### src/amx_pkg.sv
`default_nettype none
package amx_pkg;
  localparam int amx_data_width = 8;
  localparam int amx_addr_width = 7;
  localparam int amx_file_depth = 128;
  localparam logic [7:0] amx_accum_reset = 8'h00;
  localparam logic [7:0] amx_file_reset = 8'h00;
  localparam logic amx_zero_reset = 1'b0;
  localparam logic amx_dest_accum = 1'b0;
  localparam logic amx_dest_file = 1'b1;
  localparam int amx_op_cycles = 1;

  typedef enum logic [2:0]
  {
    amx_idle_op = 3'b000,
    amx_increment_file_op = 3'b001,
    amx_or_accumulator_with_file_op = 3'b010,
    amx_move_file_op = 3'b011,
    amx_store_accumulator_op = 3'b100,
    amx_load_literal_op = 3'b101
  } amx_op_type;
endpackage : amx_pkg
`default_nettype wire

### src/amx_exec.sv
`timescale 1ns/1ps
`default_nettype none
module amx_exec
  import amx_pkg::*;
(
  input wire logic ref_clk,
  input wire logic reset,
  input wire logic op_valid,
  input wire logic [2:0] op_code,
  input wire logic [6:0] file_addr,
  input wire logic dest_bit,
  input wire logic [7:0] literal,
  output logic [7:0] accum,
  output logic zero_flag,
  output logic [7:0] file_peek,
  output logic op_done
);
  logic [7:0] file_mem [0:amx_file_depth-1];
  logic [7:0] next_accum;
  logic next_zero;

  // operand fetch and decode
  wire [7:0] file_val = file_mem[file_addr];
  wire is_inc = op_valid && op_code == amx_increment_file_op;
  wire is_or = op_valid && op_code == amx_or_accumulator_with_file_op;
  wire is_mov = op_valid && op_code == amx_move_file_op;
  wire is_store = op_valid && op_code == amx_store_accumulator_op;
  wire is_lit = op_valid && op_code == amx_load_literal_op;
  wire alu_op = is_inc || is_or || is_mov;

  // result select; move passes the value untouched so a write-back is a pure zero test
  wire [7:0] inc_result = 8'(file_val + 8'h01);
  wire [7:0] or_result = accum | file_val;
  wire [7:0] alu_result = is_inc ? inc_result : (is_or ? or_result : file_val);
  wire to_file = alu_op && dest_bit == amx_dest_file;
  wire to_accum = alu_op && dest_bit == amx_dest_accum;

  // next state; store, literal and idle leave the zero flag alone
  always_comb
  begin
    next_accum = accum;
    next_zero = zero_flag;
    if (to_accum)
      next_accum = alu_result;
    else if (is_lit)
      next_accum = literal;
    if (alu_op)
      next_zero = alu_result == 8'h00;
  end

  // accumulator and flag, one cycle per instruction
  always_ff @(posedge ref_clk)
  begin
    if (reset)
    begin
      accum <= amx_accum_reset;
      zero_flag <= amx_zero_reset;
    end
    else
    begin
      accum <= next_accum;
      zero_flag <= next_zero;
    end
  end

  // file register array; no reset loop to keep it a plain memory
  always_ff @(posedge ref_clk)
  begin
    if (to_file)
      file_mem[file_addr] <= alu_result;
    else if (is_store)
      file_mem[file_addr] <= accum;
  end

  // completion and observed register, registered
  always_ff @(posedge ref_clk)
  begin
    if (reset)
    begin
      op_done <= 1'b0;
      file_peek <= amx_file_reset;
    end
    else
    begin
      op_done <= op_valid;
      file_peek <= file_val;
    end
  end

  // checker support: the address taken at the last edge, so a written register can be read back
  // one cycle later without indexing the array through a sampled-value function
  logic [6:0] check_addr;
  wire [7:0] file_at_check = file_mem[check_addr];

  always_ff @(posedge ref_clk)
  begin
    check_addr <= file_addr;
  end
endmodule : amx_exec
`default_nettype wire

### config.mk
export PLATFORM = sky130hd
export DESIGN_NAME = amx_exec
export DESIGN_NICKNAME = d
export VERILOG_FILES = /design/src/amx_pkg.sv /design/src/amx_exec.sv
export SDC_FILE = /design/constraint.sdc
export NUM_CORES = 1
export LEC_CHECK = 0
export ABC_AREA = 0
export BUFFER_PORTS_ARGS = -buffer_cell sky130_fd_sc_hd__clkbuf_2
export CAP_MARGIN = 30
export CORE_ASPECT_RATIO = 1.25
export CORE_MARGIN = 2
export CORE_UTILIZATION = 60
export DETAILED_ROUTE_END_ITERATION = 7
export GPL_TIMING_DRIVEN = 1
export PLACE_DENSITY = 0.76
export SLEW_MARGIN = 20
export SYNTH_ARGS = -nofsm -noshare
export SYNTH_HDL_FRONTEND = slang
export SYNTH_SLANG_ARGS = --single-unit
### constraint.sdc
create_clock -name ref_clk -period 24.1 [get_ports ref_clk]
set_clock_uncertainty 0.15 [all_clocks]
set_input_delay 1.205 -clock ref_clk [delete_from_list [all_inputs] [get_ports ref_clk]]
set_output_delay 1.205 -clock ref_clk [all_outputs]
set_load 0.02 [all_outputs]
**Word level (Yosys, flattened, before mapping)**

Memory sizes are Yosys's and may differ from the RTL's.
Cells that the tools add are included.

- Bits in registers: 18
- Bits in writable memories: 1,024
- Input port bits: 22
- Output and inout bits: 18
- Word-level logic and storage cells: 35
- Memories: 1

- Add/subtract/negate cells: 1
- Eq/ne operators: 5
- Muxes and demuxes: 10
- Bitwise logic cells: 3
- Reductions and logical operators: 11

Memory list:

| memory | depth | width | read ports | clocked after Yosys merged registers in | write ports | line | source |
|---|---|---|---|---|---|---|---|
| file_mem | 128 | 8 | 1 | 0 | 1 | amx_exec.sv:18 | `logic [7:0] file_mem [0:amx_file_depth-1];` |

Operators by type and width:

| operator | number |
|---|---|
| 8-bit two-way mux | 5 |
| 8-bit by 1-bit adder with 8-bit output (second input constant) | 1 |
| 8-bit logical NOT | 1 |
| 8-bit bitwise OR | 1 |
| 1-bit logical AND | 7 |
| 3-bit by 2-bit == test with 1-bit output (second input constant) | 2 |
| 3-bit == test (second input constant) | 2 |
| 1-bit two-way mux | 5 |
| 3-bit by 1-bit == test with 1-bit output (second input constant) | 1 |
| 1-bit logical OR | 2 |
| 2-bit nonzero test | 1 |
| 1-bit NOT | 1 |
| 1-bit bitwise OR | 1 |

**Longest topological paths before layout**

Gate-level depths: netlist of the first run.

- Depth in word-level cells: 8
- Depth in mapped cells: 18
- Mapped depth without buffers: 13

**Least setup slack after synthesis of the first run**

Ideal clock, no wire load.

- Path kind: input to register
- Start point: input file_addr[2]
- End point: memory file_mem[0][6] (data pin)
- Setup time: 1,198 ps
- Arrival: 8,625 ps
- Required time: 22,752 ps
- Path slack: 14,127 ps
- Stages on the path: 15
- Buffers on the path: 3
- Cell sequence: buf_6 > buf_6 > buf_2 > mux2i_1 > o32ai_1 > a2111oi_0 > o32ai_1 > o311ai_0 > o2111a_1 > inv_1 > ha_1 > a21boi_1 > nand4_1 > mux2i_1 > o21ai_0

RTL lines:

| what | line | source |
|---|---|---|
| start: declaration | amx_exec.sv:10 | `input wire logic [6:0] file_addr,` |
| memory read 128 x 8 bit | - |  |
| via file_val[0] | amx_exec.sv:23 | `wire [7:0] file_val = file_mem[file_addr];` |
| 8-bit by 1-bit adder with 8-bit output | amx_exec.sv:32 | `wire [7:0] inc_result = 8'(file_val + 8'h01);` |
| 8-bit two-way mux | amx_exec.sv:34 | `wire [7:0] alu_result = is_inc ? inc_result : (is_or ? or_result : file_val);` |
| 8-bit two-way mux (no source line) | - |  |
| end: declaration | amx_exec.sv:18 |  |

The timed path passes the listed nets, and every way through them passes these cells.

**Worst setup path after layout of the first run**

- Start point: input file_addr[2]
- End point: memory file_mem[50][7] (data pin)

- Word-level cells in the longest chain between the ends: 5

Ends and longest elaborated chain:

| what | line |
|---|---|
| memory read 128 x 8 bit * | - |
| branches (longest 2 deep; another with 8-bit by 1-bit adder with 8-bit output) | - |
| 8-bit two-way mux * | amx_exec.sv:34 |
| 8-bit two-way mux (no source line) * | - |

Every way passes the cells marked *.

==> summary.md, run 1 <==
| Metric | Value |
|---|---|
| Outcome | `complete, no violations` |
| Synth top area share | `0.739` |
| Synth Register Bits | `1042` |
| Largest cells by area after synthesis | `edfxtp_1 (74%), mux4_2 (6.5%), mux2i_1 (3.1%)` |
| Nets | `2402` |
| Final Cycle Share | `0.321` |
| Area delta synth->final | `10.9%` |
| Die Wd | `240 um` |
| Reg2reg start | `file_mem[124][0]` |
| Mapped Area | `41600 um2` |
| Count leader, synth | `edfxtp_1` |
| Wirelength per Cell | `33.2 um` |
| Final hold viol count | `0` |
| Crit path DAT | `7.92 ns` |
| Max_cap viols | `0` |
| Total core area | `68400 um2` |
| FP Rows | `107` |
| Largest net degree at the start of global routing | `100` |
| Die area | `71500 um2` |
| CTS resizes | `0` |
| EDFF count, synth | `1024` |
| First-pass GRT wire length | `162000 um` |
| Synth top cells by count | `edfxtp_1 (1024), nor2_1 (184), mux2i_1 (127)` |
| H-Tree Depth | `3` |
| Syn_area_per_cell | `18.2 um2` |
| DRC errors left | `0` |
| Routed Antenna Nets | `0` |
| DRT Wirelength | `112000 um` |
| Clk sinks | `1042` |
| Top FF cell, synth | `edfxtp_1` |
| CTS tree | `yes` |
| DRT iter0 DRCs | `4065` |
| Vias in the first global route | `23500` |
| Critical path type | `primary input to flip-flop` |
| Max Buffers Root-to-Sink | `3` |
| Register area share after synthesis | `0.748` |
| Layout cells sized above 1 | `0.200` |
| Max Fclk | `129 MHz` |
| Pwr dens | `83.5 nW/um2` |
| Area after DPL | `42900 um2` |
| CP Max Fanout | `86` |
| Worst Setup SP | `file_addr[2]` |
| CP endpoint kind | `flip-flop` |
| DR vias | `23900` |
| Detailed Place HPWL | `66300 um` |
| Number of buffers added on ports | `39` |
| Leakage | `14.8 nW` |
| VDD IR-drop max | `0.0554 mV` |
| Initial core utilization | `0.608` |
| Gpl congestion | `0.933` |
| Clk_lat worst skew | `0.68 ns` |
| Via-to-Cell Ratio | `7.07` |
| Slew Viols, Final | `0` |
| Setup-failing EPs final | `0` |
| Async SR Flop Fraction | `0` |
| Final non-filler cell area | `46200 um2` |
| Worst hold path startpoint | `zero_flag` |
| Initial antenna violation count | `5` |
| Yosys cell types | `93` |
| Tot GR Track Use | `0.318` |
| Critical Path RT | `24.28 ns` |
| Total power | `0.00385 W` |
| RSZ-0062 raised after global routing | `false` |
| Syn nets | `2315` |
| Clk slew on worst S/H paths | `0.07 ns` |
| TritonCTS buffer count | `92` |
| Worst Tran Pin Value | `1.10 ns` |
| Gate Count Post-Synth | `2292` |
| Post-CTS Setup Inserts | `0` |
| Die H | `298 um` |
| Final Core Density | `0.675` |
| Synth warnings | `0` |
| Slew HR | `0.260` |
| CTS root buf | `clkbuf_16` |
| Type of origin of the critical path | `primary input` |
| Hold/Removal Path Class | `flip-flop to flip-flop` |
| Final setup TNS | `0 ns` |
| Cell taking the most area after synthesis | `edfxtp_1` |
| DRT Pass-1 Iters | `7` |
| Hold-fix buffers, CTS | `0` |
| # fillers | `4222` |
| Post-route minimum period | `7.74 ns` |
| Gr ovfl total | `0` |
| Io pins | `40` |
-- placed cells by master, fill, tap and decap left out, drive strengths merged, types with 30 or more instances in the layout --
cell / instances
mux2: 59
mux2i: 128
nand2: 121
nor2: 184
edfxtp: 1024
a21oi: 57
a22oi: 54
clkinv: 44
a221oi: 40
buf: 101
mux4: 122
o21ai: 30
clkbuf: 145
-- per-stage QoR --
step / cells / hold slack (ns) / setup slack, ns
global placement: 3169 / 0.354 / 15.72
CTS: 3364 / 0.352 / 16.27
finish: 3387 / 0.353 / 16.36
global route: 3382 / 0.385 / 16.13
floorplan: 2292 / 0.423 / 14.13
detailed placement: 3193 / 0.342 / 15.63
-- kinds of logic (layout without fill, tap and decap cells) --
group | Yosys count | in the layout | share of synthesized area
flip-flops | 1042 | 1042 | 0.748
AND/OR/NAND/NOR | 404 | 404 | 0.0429
AO/OA/AOI/OAI | 382 | 382 | 0.0718
multiplexers | 309 | 309 | 0.113
buffers and inverters | 154 | 318 | 0.0241
adder cells (fa/ha/maj) | 1 | 1 | 0.000301
other | 0 | 5 | 0
-- layer usage --
| layer | track usage | wire [um] |
|---|---|---|
| met5 | 0 | 11 |
| met4 | 0.165 | 6810 |
| met3 | 0.0915 | 15300 |
| met2 | 0.484 | 51800 |
| met1 | 0.422 | 38500 |
-- flip-flops by register name, indices dropped and copies added (netlist names) --
name	flops
file_mem	1024
accum	8
file_peek	8
op_done	1
zero_flag	1
-- worst max-delay path, cell delays in order --
cell and delay (ns):
buf_8 0.37, buf_4 0.71, buf_4 0.81, buf_4 0.80, mux4_2 0.36, mux2i_1 0.07
a32o_1 0.26, nor4b_1 0.74, nor4_2 0.20, nor3_1 0.34, nor3b_2 0.29, mux2i_1 0.18
o21ai_4 0.41, buf_16 0.24, buf_4 0.71
-- cell type report --
| type | instances | area (um2) | area share |
|---|---|---|---|
| diodes | 5 | 12.5 | 0.000271 |
| clock inverters | 63 | 599 | 0.0130 |
| well taps | 926 | 1160 | 0.0251 |
| multi-input cells | 1096 | 9620 | 0.208 |
| repair buffers | 138 | 1160 | 0.0251 |
| inverters | 9 | 33.8 | 0.000732 |
| flip-flops and latches | 1042 | 31100 | 0.674 |
| clock buffers | 108 | 2460 | 0.0534 |
-- worst paths after layout --
check                                       end  slack [ns]  cells after the start
worst min-delay path                  zero_flag        0.35                      2
worst max-delay path            file_mem[50][7]       16.36                     15
worst max register to register  file_mem[33][1]       18.77                     13
worst min register to register        zero_flag        0.35                      2
-- power breakdown --
| group | switching [W] | internal, W |
|---|---|---|
| sequential | 0.00000185 | 0.00206 |
| clock | 0.000658 | 0.000842 |
| combinational | 0.000216 | 0.0000764 |
| total | 0.000875 | 0.00298 |
Note: power is estimated with default switching activity, not from simulation.
==> inputs of run 2 (changes only) <==
Clock period 24.1 ns to 7.95 ns, I/O delays scaled along.
==> run 2 against run 1 <==
Hold slack lost 0.32 ns. Count of clock-buffer cells in the layout up 2. Sequential power rose to 3.0 times the previous value. Clock power rose to 3.1 times the previous value. Die area unchanged. Via count rose by 0.81%. Register-to-register slack lost 16 ns. Critical path depth is 2 lower. First-iteration DRC count increased by 3.1%. Power grew to 3.1 times the previous value. Worst setup slack got worse by 14 ns. Design area grew 0.63%. Critical path type unchanged. Largest cell class unchanged. Largest power group unchanged.
==> summary.md, run 2 (synthesized netlist as in run 1, its figures left out) <==
| Metric | Value |
|---|---|
| Die area | `71500 um2` |
| Total core area | `68400 um2` |
| CP Buf/Inv Count | `3` |
| CP top delay family | `compound AO/OA/AOI/OAI gates` |
| Via-to-Cell Ratio | `7.09` |
| Final Core Density | `0.679` |
| Hold/Removal Path Class | `primary input to flip-flop` |
| VDD IR-drop max | `0.182 mV` |
| CP Max Fanout | `109` |
| Slew Viols, Final | `0` |
| DRT iter0 DRCs | `4191` |
| Post-CTS Setup Inserts | `0` |
| Critical path type | `primary input to flip-flop` |
| Hold-fix buffers, CTS | `13` |
| Max Fclk | `183 MHz` |
| Gpl congestion | `0.910` |
| RSZ-0062 raised after global routing | `false` |
| Final setup TNS | `0 ns` |
| Max_cap viols | `0` |
| Worst path slowest cell | `o41ai_1` |
| Worst Tran Pin Value | `1.11 ns` |
| Most common cell after layout, fill and taps aside | `edfxtp_1` |
| Critical Path, Cell by Cell | `buf_8, buf_4, mux2i_1, a22oi_1, a21oi_1, o41ai_1, o311ai_0, o2111a_1, nor3_1, a221oi_1, a31oi_1, mux2_4, buf_4` |
| DRT Wirelength | `116000 um` |
| Most frequent cells in the layout | `edfxtp_1 (1024), nor2_1 (181), mux2i_1 (127), mux4_2 (121), nand2_1 (120)` |
| Top Registers | `file_mem x1024, accum x8, file_peek x8` |
| Final Cycle Share | `0.688` |
| Number of buffers added on ports | `39` |
| Initial antenna violation count | `4` |
| Crit path DAT | `5.68 ns` |
| Dpl ws | `1.92 ns` |
| First-pass GRT wire length | `165000 um` |
| CTS root buf | `clkbuf_16` |
| Nets | `2424` |
| Max FFs per register | `1024` |
| Tot GR Track Use | `0.326` |
| TritonCTS buffer count | `93` |
| DRT Pass-1 Iters | `7` |
| Slew HR | `0.248` |
| Clk_lat worst skew | `0.67 ns` |
| Initial core utilization | `0.608` |
| Worst Setup Slack, final | `2.48 ns` |
| DRC errors left | `0` |
| Gr ovfl total | `0` |
| FP Rows | `107` |
| Outcome | `complete, no violations` |
| Clk sinks | `1042` |
| Final hold viol count | `0` |
| Clk slew on worst S/H paths | `0.06 ns` |
| CP endpoint kind | `flip-flop` |
| Pwr dens | `254 nW/um2` |
| Critical Path RT | `8.17 ns` |
| Leakage | `15.0 nW` |
| Io pins | `40` |
| Slowest stage delay, CP | `0.81 ns` |
| Routed Antenna Nets | `0` |
| # fillers | `4243` |
| CP most frequent cell | `buf_4` |
| Post-route minimum period | `5.47 ns` |
| Detailed Place HPWL | `70800 um` |
| Type of origin of the critical path | `primary input` |
| CTS tree | `yes` |
| Max Buffers Root-to-Sink | `3` |
| Layout cells sized above 1 | `0.195` |
| Area delta synth->final | `11.6%` |
| CTS resizes | `0` |
| Worst hold slack | `0.0350 ns` |
| Vias in the first global route | `23500` |
| Setup-failing EPs final | `0` |
| H-Tree Depth | `3` |
| Die H | `298 um` |
| Largest net degree at the start of global routing | `129` |
| Largest Register | `file_mem` |
| Wirelength per Cell | `34.0 um` |
| Die Wd | `240 um` |
| DR vias | `24100` |
| R2R setup slack | `3.10 ns` |
## run 2: cell count changes in the layout (fill, tap and decap cells not counted), moves of 3 or more
| cell | change |
|---|---|
| clkinv_1 | +4 |
| clkbuf_1 | +9 |
| diode_2 | -4 |
| dlygate4sd3_1 | +13 |
| buf_16 | -3 |
| buf_12 | +9 |
| bufinv_16 | +4 |
| clkinv_2 | -11 |
| clkbuf_8 | -7 |
## run 2: stage by stage
stage / area [um2] / power, W / cells
final: 46400 / 0.0118 / 3405
after global routing: 46400 / 0.0120 / 3404
after CTS: 46200 / 0.0117 / 3381
after detailed placement: 43000 / 0.00723 / 3196
after global placement: 42700 / 0.00720 / 3175
after floorplan: 41600 / 0.00691 / 2292
## run 2: per-layer routing
layer / wire, um / part of all wire / track usage
met1: 39000 / 0.34 / 0.425
met2: 52700 / 0.46 / 0.494
met3: 16100 / 0.14 / 0.0956
met4: 7850 / 0.068 / 0.183
met5: 29 / 0.00025 / 0
## run 2: area by class of cell
type | instances | area [um2] | share of cell area
Sequential cell | 1042 | 31100 | 0.670
Clock inverter | 62 | 701 | 0.0151
Multi-Input combinational cell | 1096 | 9600 | 0.207
Clock buffer | 110 | 2410 | 0.0519
Inverter | 9 | 33.8 | 0.000727
Timing Repair Buffer | 159 | 1430 | 0.0307
Antenna cell | 1 | 2.50 | 0.0000539
Tap cell | 926 | 1160 | 0.0249
## run 2: worst paths after layout
check	endpoint	startpoint	depth (start not counted)
min	accum[7]	dest_bit	4
min reg2reg	zero_flag	zero_flag	2
max	file_mem[24][3]	file_addr[2]	13
max reg2reg	file_mem[31][1]	file_mem[121][0]	12
## run 2: power breakdown
part / switching (W) / internal (W)
registers: 0.00000569 / 0.00624
clock network: 0.00199 / 0.00264
logic: 0.000668 / 0.000244
## run 2: tightest hold or removal path: stages
cell and delay, ns:
clkbuf_2 0.10, nor2b_1 0.11, nor2_1 0.13, a211oi_1 0.05
